File: src/exv_map.vh
`ifndef EXV_MAP_VH
`define EXV_MAP_VH

`define EXV_NUM_W       6
`define EXV_NUM_RESET   6'h01
`define EXV_NUM_NMI     6'h02
`define EXV_NUM_HARD    6'h03
`define EXV_NUM_MEM     6'h04
`define EXV_NUM_BUS     6'h05
`define EXV_NUM_USAGE   6'h06
`define EXV_NUM_SVC     6'h0B
`define EXV_NUM_PSV     6'h0E
`define EXV_NUM_TICK    6'h0F
`define EXV_NUM_IRQ0    6'h10
`define EXV_NIRQ        33

`define EXV_PRI_RESET   5'h00
`define EXV_PRI_NMI     5'h01
`define EXV_PRI_HARD    5'h02
`define EXV_PRI_BIAS    5'h03

`define EXV_TBL_RST     32'h00000000
`define EXV_TBL_MIN     32'h00000080
`define EXV_TBL_MAX     32'h03FFFF80
`define EXV_TBL_ALIGN   32'hFFFFFF80
`define EXV_VEC_IRQ0    32'h00000040
`define EXV_VEC_SH      2

`define EXV_STATUS_W    9
`define EXV_STATUS_RST  9'h000
`define EXV_PRIO_RST    4'h0

`endif

File: src/exv_prio_mem.v
`timescale 1ns/100ps
`default_nettype none
`include "exv_map.vh"

module exv_prio_mem #(
	parameter DW = 4,
	parameter AW = 6,
	parameter DEPTH = 49
) (
	input  wire          i_clock,
	input  wire          i_srst,
	input  wire          i_wr_en,
	input  wire [AW-1:0] i_wr_addr,
	input  wire [DW-1:0] i_wr_data,
	input  wire [AW-1:0] i_rd_addr,
	output reg  [DW-1:0] o_rd_data
);

	reg [DW-1:0] mem_reg [0:DEPTH-1];
	integer k;

	// Cleared on reset so unconfigured priorities read as zero
	always @(posedge i_clock)
	begin
		if (i_srst)
		begin
			for (k = 0; k < DEPTH; k = k + 1)
				mem_reg[k] <= `EXV_PRIO_RST;
			o_rd_data <= `EXV_PRIO_RST;
		end
		else
		begin
			if (i_wr_en)
				mem_reg[i_wr_addr] <= i_wr_data;
			o_rd_data <= mem_reg[i_rd_addr];
		end
	end

endmodule // exv_prio_mem
`default_nettype wire

File: src/exv_resolver.v
`timescale 1ns/100ps
`default_nettype none
`include "exv_map.vh"

module exv_resolver #(
	parameter NIRQ = `EXV_NIRQ
) (
	input  wire                      i_clock,
	input  wire                      i_srst,
	input  wire [NIRQ-1:0]           i_irq_line,
	input  wire                      i_sw_pend_valid,
	input  wire [`EXV_NUM_W-1:0]     i_sw_pend_num,
	input  wire                      i_nmi,
	input  wire                      i_hardfault,
	input  wire                      i_memfault,
	input  wire                      i_busfault,
	input  wire                      i_bus_imprecise,
	input  wire                      i_usagefault,
	input  wire                      i_svc,
	input  wire                      i_pended_service_call,
	input  wire                      i_systick,
	input  wire                      i_priv,
	input  wire                      i_cfg_wr,
	input  wire [`EXV_NUM_W-1:0]     i_cfg_num,
	input  wire                      i_cfg_enable,
	input  wire [3:0]                i_cfg_prio,
	input  wire                      i_tbl_wr,
	input  wire [31:0]               i_tbl_wdata,
	input  wire                      i_entry_ack,
	input  wire                      i_exc_return,
	output wire                      o_entry_valid,
	output reg  [`EXV_NUM_W-1:0]     o_exc_num,
	output reg  [31:0]               o_vector_addr,
	output reg                       o_sync,
	output wire [31:0]               o_sp_addr,
	output reg  [31:0]               o_table_base,
	output reg  [`EXV_STATUS_W-1:0]  o_status_field,
	output reg                       o_cfg_err
);

	localparam NEXC = 16 + NIRQ;
	localparam [`EXV_NUM_W-1:0] LAST = NEXC - 1;
	localparam [3:0] ST_IDLE   = 4'h1;
	localparam [3:0] ST_HOLD   = 4'h2;
	localparam [3:0] ST_ENTRY  = 4'h4;
	localparam [3:0] ST_ACTIVE = 4'h8;

	reg  [3:0]            state_reg;
	reg  [3:0]            state_next;
	reg  [NEXC-1:0]       pend_reg;
	reg  [NEXC-1:0]       en_reg;
	reg  [NEXC-1:0]       set_vec;
	reg  [NEXC-1:0]       clr_vec;
	wire [NEXC-1:0]       cfg_mask;
	wire [NEXC-1:0]       live_vec;
	reg                   imprecise_reg;
	reg  [`EXV_NUM_W-1:0] scan_ptr_reg;
	reg  [`EXV_NUM_W-1:0] rd_num_reg;
	reg                   rd_vld_reg;
	wire [3:0]            rd_prio;
	reg                   best_vld_reg;
	reg  [`EXV_NUM_W-1:0] best_num_reg;
	reg  [4:0]            best_pri_reg;
	reg                   cand_vld_reg;
	reg  [`EXV_NUM_W-1:0] cand_num_reg;
	wire [4:0]            rd_eff;
	wire                  rd_elig;
	wire                  rd_better;
	wire                  commit;
	wire                  take;
	wire                  cfg_ok;
	wire                  tbl_ok;
	wire                  cand_sync;
	wire                  cand_fast;
	wire [31:0]           cand_vec;

	function cfg_able;
		input [`EXV_NUM_W-1:0] n;
		begin
			case (n)
				`EXV_NUM_MEM, `EXV_NUM_BUS, `EXV_NUM_USAGE, `EXV_NUM_SVC,
				`EXV_NUM_PSV, `EXV_NUM_TICK: cfg_able = 1'b1;
				default: cfg_able = (n >= `EXV_NUM_IRQ0);
			endcase
		end
	endfunction

	// Offset by three so that reset, -3, becomes zero and compares unsigned
	function [4:0] eff_prio;
		input [`EXV_NUM_W-1:0] n;
		input [3:0]            p;
		begin
			case (n)
				`EXV_NUM_RESET: eff_prio = `EXV_PRI_RESET;
				`EXV_NUM_NMI:   eff_prio = `EXV_PRI_NMI;
				`EXV_NUM_HARD:  eff_prio = `EXV_PRI_HARD;
				default:        eff_prio = {1'b0, p} + `EXV_PRI_BIAS;
			endcase
		end
	endfunction

	genvar g;
	generate
		for (g = 0; g < NEXC; g = g + 1)
		begin : g_mask
			localparam [`EXV_NUM_W-1:0] GN = g;
			assign cfg_mask[g] = cfg_able(GN);
		end
	endgenerate

	// Fixed exceptions cannot be switched off
	assign live_vec = pend_reg & (en_reg | ~cfg_mask);

	integer i;
	always @*
	begin
		set_vec = {NEXC{1'b0}};
		set_vec[`EXV_NUM_NMI] = i_nmi;
		set_vec[`EXV_NUM_HARD] = i_hardfault;
		set_vec[`EXV_NUM_MEM] = i_memfault;
		set_vec[`EXV_NUM_BUS] = i_busfault;
		set_vec[`EXV_NUM_USAGE] = i_usagefault;
		set_vec[`EXV_NUM_SVC] = i_svc;
		set_vec[`EXV_NUM_PSV] = i_pended_service_call;
		set_vec[`EXV_NUM_TICK] = i_systick;
		// Taken at any cycle, no tie to instruction flow
		for (i = 0; i < NIRQ; i = i + 1)
			set_vec[16 + i] = i_irq_line[i] |
				(i_sw_pend_valid && (i_sw_pend_num == 16 + i));
	end

	always @*
	begin
		clr_vec = {NEXC{1'b0}};
		if ((state_reg == ST_ENTRY) && i_entry_ack)
			clr_vec[o_exc_num] = 1'b1;
	end

	// Set wins over clear so a new request during entry stays pending
	always @(posedge i_clock)
	begin
		if (i_srst)
		begin
			pend_reg <= {{(NEXC - 2){1'b0}}, 2'b10};
			imprecise_reg <= 1'b0;
		end
		else
		begin
			pend_reg <= (pend_reg & ~clr_vec) | set_vec;
			if (i_busfault)
				imprecise_reg <= i_bus_imprecise;
		end
	end

	assign cfg_ok = i_cfg_wr && i_priv && (i_cfg_num < NEXC) && cfg_able(i_cfg_num);
	assign tbl_ok = (i_tbl_wdata >= `EXV_TBL_MIN) && (i_tbl_wdata <= `EXV_TBL_MAX);

	always @(posedge i_clock)
	begin
		if (i_srst)
		begin
			en_reg <= {NEXC{1'b1}};
			o_table_base <= `EXV_TBL_RST;
			o_cfg_err <= 1'b0;
		end
		else
		begin
			if (cfg_ok)
				en_reg[i_cfg_num] <= i_cfg_enable;
			if (i_tbl_wr && i_priv && tbl_ok)
				o_table_base <= i_tbl_wdata & `EXV_TBL_ALIGN;
			o_cfg_err <= (i_cfg_wr && !cfg_ok) || (i_tbl_wr && !(i_priv && tbl_ok));
		end
	end

	exv_prio_mem #(
		.DW    (4),
		.AW    (`EXV_NUM_W),
		.DEPTH (NEXC)
	) u_prio (
		.i_clock   (i_clock),
		.i_srst    (i_srst),
		.i_wr_en   (cfg_ok),
		.i_wr_addr (i_cfg_num),
		.i_wr_data (i_cfg_prio),
		.i_rd_addr (scan_ptr_reg),
		.o_rd_data (rd_prio)
	);

	// Sequential sweep trades entry latency for a single memory port
	assign rd_eff = eff_prio(rd_num_reg, rd_prio);
	assign rd_elig = rd_vld_reg && live_vec[rd_num_reg];
	assign rd_better = rd_elig && (!best_vld_reg || (rd_eff < best_pri_reg));
	assign commit = rd_vld_reg && (rd_num_reg == LAST);
	assign take = (state_reg == ST_IDLE) && cand_vld_reg && live_vec[cand_num_reg];

	always @(posedge i_clock)
	begin
		if (i_srst)
		begin
			scan_ptr_reg <= `EXV_NUM_RESET;
			rd_num_reg <= `EXV_NUM_RESET;
			rd_vld_reg <= 1'b0;
			best_vld_reg <= 1'b0;
			best_num_reg <= `EXV_NUM_RESET;
			best_pri_reg <= `EXV_PRI_RESET;
			cand_vld_reg <= 1'b0;
			cand_num_reg <= `EXV_NUM_RESET;
		end
		else
		begin
			scan_ptr_reg <= (scan_ptr_reg == LAST) ? `EXV_NUM_RESET : scan_ptr_reg + 6'h01;
			rd_num_reg <= scan_ptr_reg;
			rd_vld_reg <= 1'b1;
			if (commit)
			begin
				best_vld_reg <= 1'b0;
				cand_vld_reg <= rd_better | best_vld_reg;
				cand_num_reg <= rd_better ? rd_num_reg : best_num_reg;
			end
			else
			begin
				if (take)
					cand_vld_reg <= 1'b0;
				// Strict compare keeps the lowest number on a tie
				if (rd_better)
				begin
					best_vld_reg <= 1'b1;
					best_num_reg <= rd_num_reg;
					best_pri_reg <= rd_eff;
				end
			end
		end
	end

	// Reset is asynchronous yet gets no extra instruction slot
	assign cand_fast = cand_sync || (cand_num_reg == `EXV_NUM_RESET);
	assign cand_sync = (cand_num_reg == `EXV_NUM_HARD) ||
		(cand_num_reg == `EXV_NUM_MEM) || (cand_num_reg == `EXV_NUM_USAGE) ||
		(cand_num_reg == `EXV_NUM_SVC) ||
		((cand_num_reg == `EXV_NUM_BUS) && !imprecise_reg);

	assign cand_vec = (cand_num_reg >= `EXV_NUM_IRQ0) ?
		o_table_base + `EXV_VEC_IRQ0 +
			{24'h000000, cand_num_reg - `EXV_NUM_IRQ0, 2'b00} :
		o_table_base + {24'h000000, cand_num_reg, 2'b00};

	assign o_sp_addr = o_table_base;
	assign o_entry_valid = (state_reg == ST_ENTRY);

	always @*
	begin
		state_next = state_reg;
		case (state_reg)
			ST_IDLE:
				if (take)
					state_next = cand_fast ? ST_ENTRY : ST_HOLD;
			// One cycle slot for the instruction already in flight
			ST_HOLD:
				state_next = ST_ENTRY;
			ST_ENTRY:
				if (i_entry_ack)
					state_next = ST_ACTIVE;
			ST_ACTIVE:
				if (i_exc_return)
					state_next = ST_IDLE;
			default:
				state_next = ST_IDLE;
		endcase
	end

	always @(posedge i_clock)
	begin
		if (i_srst)
		begin
			state_reg <= ST_IDLE;
			o_exc_num <= `EXV_NUM_RESET;
			o_vector_addr <= `EXV_TBL_RST;
			o_sync <= 1'b0;
			o_status_field <= `EXV_STATUS_RST;
		end
		else
		begin
			state_reg <= state_next;
			if (take)
			begin
				o_exc_num <= cand_num_reg;
				o_vector_addr <= cand_vec;
				o_sync <= cand_sync;
			end
			if ((state_reg == ST_ENTRY) && i_entry_ack)
				o_status_field <= {3'b000, o_exc_num};
			else if ((state_reg == ST_ACTIVE) && i_exc_return)
				o_status_field <= `EXV_STATUS_RST;
		end
	end

endmodule // exv_resolver
`default_nettype wire

File: config.mk
export PLATFORM = sky130hd
export DESIGN_NAME = exv_resolver
export DESIGN_NICKNAME = d
export VERILOG_FILES = /design/src/exv_prio_mem.v /design/src/exv_resolver.v
export VERILOG_INCLUDE_DIRS = /design/src
export SDC_FILE = /design/constraint.sdc
export NUM_CORES = 1
export LEC_CHECK = 0
export BUFFER_PORTS_ARGS = -buffer_cell sky130_fd_sc_hd__buf_2
export CAP_MARGIN = 10
export CORE_MARGIN = 2
export CORE_UTILIZATION = 55
export DETAILED_ROUTE_END_ITERATION = 16
export PLACE_DENSITY_LB_ADDON = 0.1
export SETUP_SLACK_MARGIN = 0.4
export SYNTH_ARGS = -nofsm -noshare
export SYNTH_HDL_FRONTEND = slang
export SYNTH_SLANG_ARGS = --single-unit
File: constraint.sdc
create_clock -name i_clock -period 3.6 [get_ports i_clock]
set_clock_uncertainty 0.1 [all_clocks]
set_input_delay 0.54 -clock i_clock [delete_from_list [all_inputs] [get_ports i_clock]]
set_output_delay 0.54 -clock i_clock [all_outputs]
set_load 0.03 [all_outputs]
==> results.sh <==
export IMPL_via_per_inst=5.87
export IMPL_synthTopCellsByArea="edfxtp_1 (37%), dfxtp_1 (19%), mux4_2 (11%)"
export IMPL_arrival_ps=3400
export IMPL_crit_path_start_kind="register"
export IMPL_fmax_mhz=335
export IMPL_initialDrtViolationCount=1639
export IMPL_p_sw_mw=2.73
export IMPL_seqCellArea_sq_mm=0.0116
export IMPL_hold_viol_final=0
export IMPL_internal_power_mw=9.12
export IMPL_cts_root_buf="clkbuf_16"
export IMPL_cts_hold_buffers_added=0
export IMPL_period_needed_ps=2980
export IMPL_setup_violations=0
export IMPL_htreeDepth=2
export IMPL_synth_seq_cells=450
export IMPL_seqPwrFrac_pct=49.0
export IMPL_clkPwrFrac_pct=41.9
export IMPL_fillers=2921
export IMPL_antenna_found_initial=2
export IMPL_wl_per_cell_um=21.2
export IMPL_cp_slowest_cell="dfxtp_1"
export IMPL_place_area_sq_mm=0.0220
export IMPL_cp_max_fo=11
export IMPL_synthArstFlopShare_pct=0
export IMPL_rsz0062_at_grt="no"
export IMPL_stdcell_area_sq_mm=0.0236
export IMPL_crit_path_cell_trace="nor4_4 -> nor2b_2 -> nor2_1 -> ha_1 -> a21o_1 -> a21oi_1 -> nor2b_1 -> o31ai_1 -> nand4_2 -> buf_4 -> nor2_1 -> o221a_2"
export IMPL_track_usage_pct=27.7
export IMPL_cap_violations=0
export IMPL_synth_edf_count=256
export IMPL_dpl_cell_count=2414
export IMPL_syn_area_sq_mm=0.0205
export IMPL_synth_common_cells="edfxtp_1 (256), nor2_1 (211), dfxtp_1 (194)"
export IMPL_cts_buffers=47
export IMPL_avgSynthCellArea_sq_um=11.5
export IMPL_wl_um=53200
export IMPL_fin_crit_sh_pct=82.9
export IMPL_cp_startpoint="rd_num_reg[3]"
export IMPL_cts_max_path_buffers=3
export IMPL_dieArea_sq_mm=0.0389
export IMPL_core_area_sq_mm=0.0367
export IMPL_slew_headroom_pct=30.6
export IMPL_cp_required_ps=4010
export IMPL_p_per_area_mw_per_mm2=501
export IMPL_overflow=0
export IMPL_nets=2108
export IMPL_io_pins=213
export IMPL_tightest_slew_ps=1040
export IMPL_stdcell_count=2506
export IMPL_leakage_nw=9.08
export IMPL_clock_latency_ps=570
export IMPL_dp_hpwl_um=37600
export IMPL_drtPass1Iterations=6
export IMPL_crit_type="reg2reg"
export IMPL_largest_reg_flops=256
export IMPL_rows=70
export IMPL_clk_pin_slew_ps=60
export IMPL_maxSlewViolCount=0
export IMPL_end_kind="register"
export IMPL_r2r_start="rd_num_reg[3]"
export IMPL_cts_tree="done"
export IMPL_path_buf_inv=1
export IMPL_finalSetupTns_ps=0
export IMPL_crit_family="simple AND/OR/NAND/NOR gates"
export IMPL_synth_cells=1782
export IMPL_grt_max_degree=150
export IMPL_grt_pass1_wl_um=81300
export IMPL_fin_util_pct=64.4
export IMPL_min_delay_start="i_hardfault"
export IMPL_yosysUniqueCellTypes=74
export IMPL_synth_yosys_warnings=0
export IMPL_vias=14700
export IMPL_gp_congestion=0.898
export IMPL_grt_pass1_vias=13900
export IMPL_path_common_cell="nor2_1"
export IMPL_drc=0
export IMPL_synth_most_common_cell="edfxtp_1"
export IMPL_hold_path_class="in2reg"
export IMPL_drive_gt1_share_pct=21.4
export IMPL_dieHeight_um=197
export IMPL_status="completed"
export IMPL_peakVddDrop_mv=0.408
export IMPL_port_buffers=193
export IMPL_critical_path_max_stage_delay_ps=420
export IMPL_initial_core_util_pct=56.0
export IMPL_r2r_slack_ps=620
export IMPL_p_comb_share_pct=9.1
export IMPL_swShare_pct=23.0
export IMPL_synth_top_area_cell="edfxtp_1"
export IMPL_die_x_um=197
export IMPL_drtAntennaViolNets=0
export IMPL_seq_area_frac_synth_pct=56.3
export IMPL_synthToLayoutAreaGrowth_pct=15.0
export IMPL_multi_input_area_sq_mm=0.00839
export IMPL_netlist_area_leader_share_pct=37.4
export IMPL_synth_ff_type="edfxtp_1"
export IMPL_cts_num_sinks=450
## kinds of logic after synthesis
| logic type | share of synthesized area [%] |
|---|---|
| buffers and inverters | 5.22 |
| XOR/XNOR | 1.28 |
| multiplexers | 12.6 |
| AO/OA/AOI/OAI | 9.86 |
| adder cells (fa/ha/maj) | 0.670 |
| AND/OR/NAND/NOR | 14.1 |
| flip-flops | 56.3 |
| other | 0.0183 |
## final timing paths
check,endpoint,cells past startpoint
max,best_num_reg[5],12
max reg2reg,best_num_reg[5],12
min reg2reg,cand_num_reg[0],2
min,pend_reg[3],3
## metal layers
layer | global-route usage (%) | wire length [um] | vias to the layer above | part of all wire (%)
li1 | - | - | 6813 | -
met1 | 40.4 | 23100 | 7210 | 43
met2 | 41.7 | 24100 | 605 | 45
met3 | 5.69 | 4590 | 88 | 8.6
met4 | 8.47 | 1440 | 2 | 2.7
met5 | 1.28 | 67 | - | 0.13
## through the flow
stage          hold WS, ps  setup slack (ps)  total power [mW]
2_1_floorplan          332               672              6.59
3_3_place_gp           346               380              6.94
3_5_place_dp           359               286              6.97
4_1_cts               87.6               468              11.9
5_1_grt                103               432              12.2
6_report               108               616              11.8
## power by group through the flow
stage / Sequential (mW) / Clock, mW / Combinational [mW]
finish: 5.81 / 4.96 / 1.08
global route: 5.83 / 5.25 / 1.16
CTS: 5.80 / 5.03 / 1.07
detailed placement: 5.91 / 0 / 1.06
global placement: 5.90 / 0 / 1.04
floorplan: 5.84 / 0 / 0.753
## worst min-delay path: cells and delay by family
| family | cells | cell delay, ps |
|---|---|---|
| buffers and inverters | 2 | 130 |
| AOI/OAI and AO/OA | 1 | 50 |
## layout make-up
cell class,count,area share (%)
clock inverter,25,1.05
tap,468,2.48
clock buffer,62,5.65
timing repair buffer,232,5.67
sequential,450,49.0
multi-input combinational,1226,35.5
antenna,2,0.0212
inverter,41,0.651
## placed cells by master, fill, tap and decap left out, types with 33 or more instances in the layout
master,n
and2_1,56
conb_1,119
inv_1,39
and3_1,35
buf_2,192
clkbuf_16,50
dfxtp_1,191
mux4_2,99
nand2_1,141
buf_4,33
edfxtp_1,256
nand3_1,40
nor2_1,210
o21ai_0,94
mux2i_1,34
a21oi_1,112
## what timing repair did
action,in CTS,in global routing
resized for setup,3,6
setup buffers,2,1
setup endpoints to repair,18,35
pin swaps,1,2
Note: power is estimated with default switching activity, not from simulation.
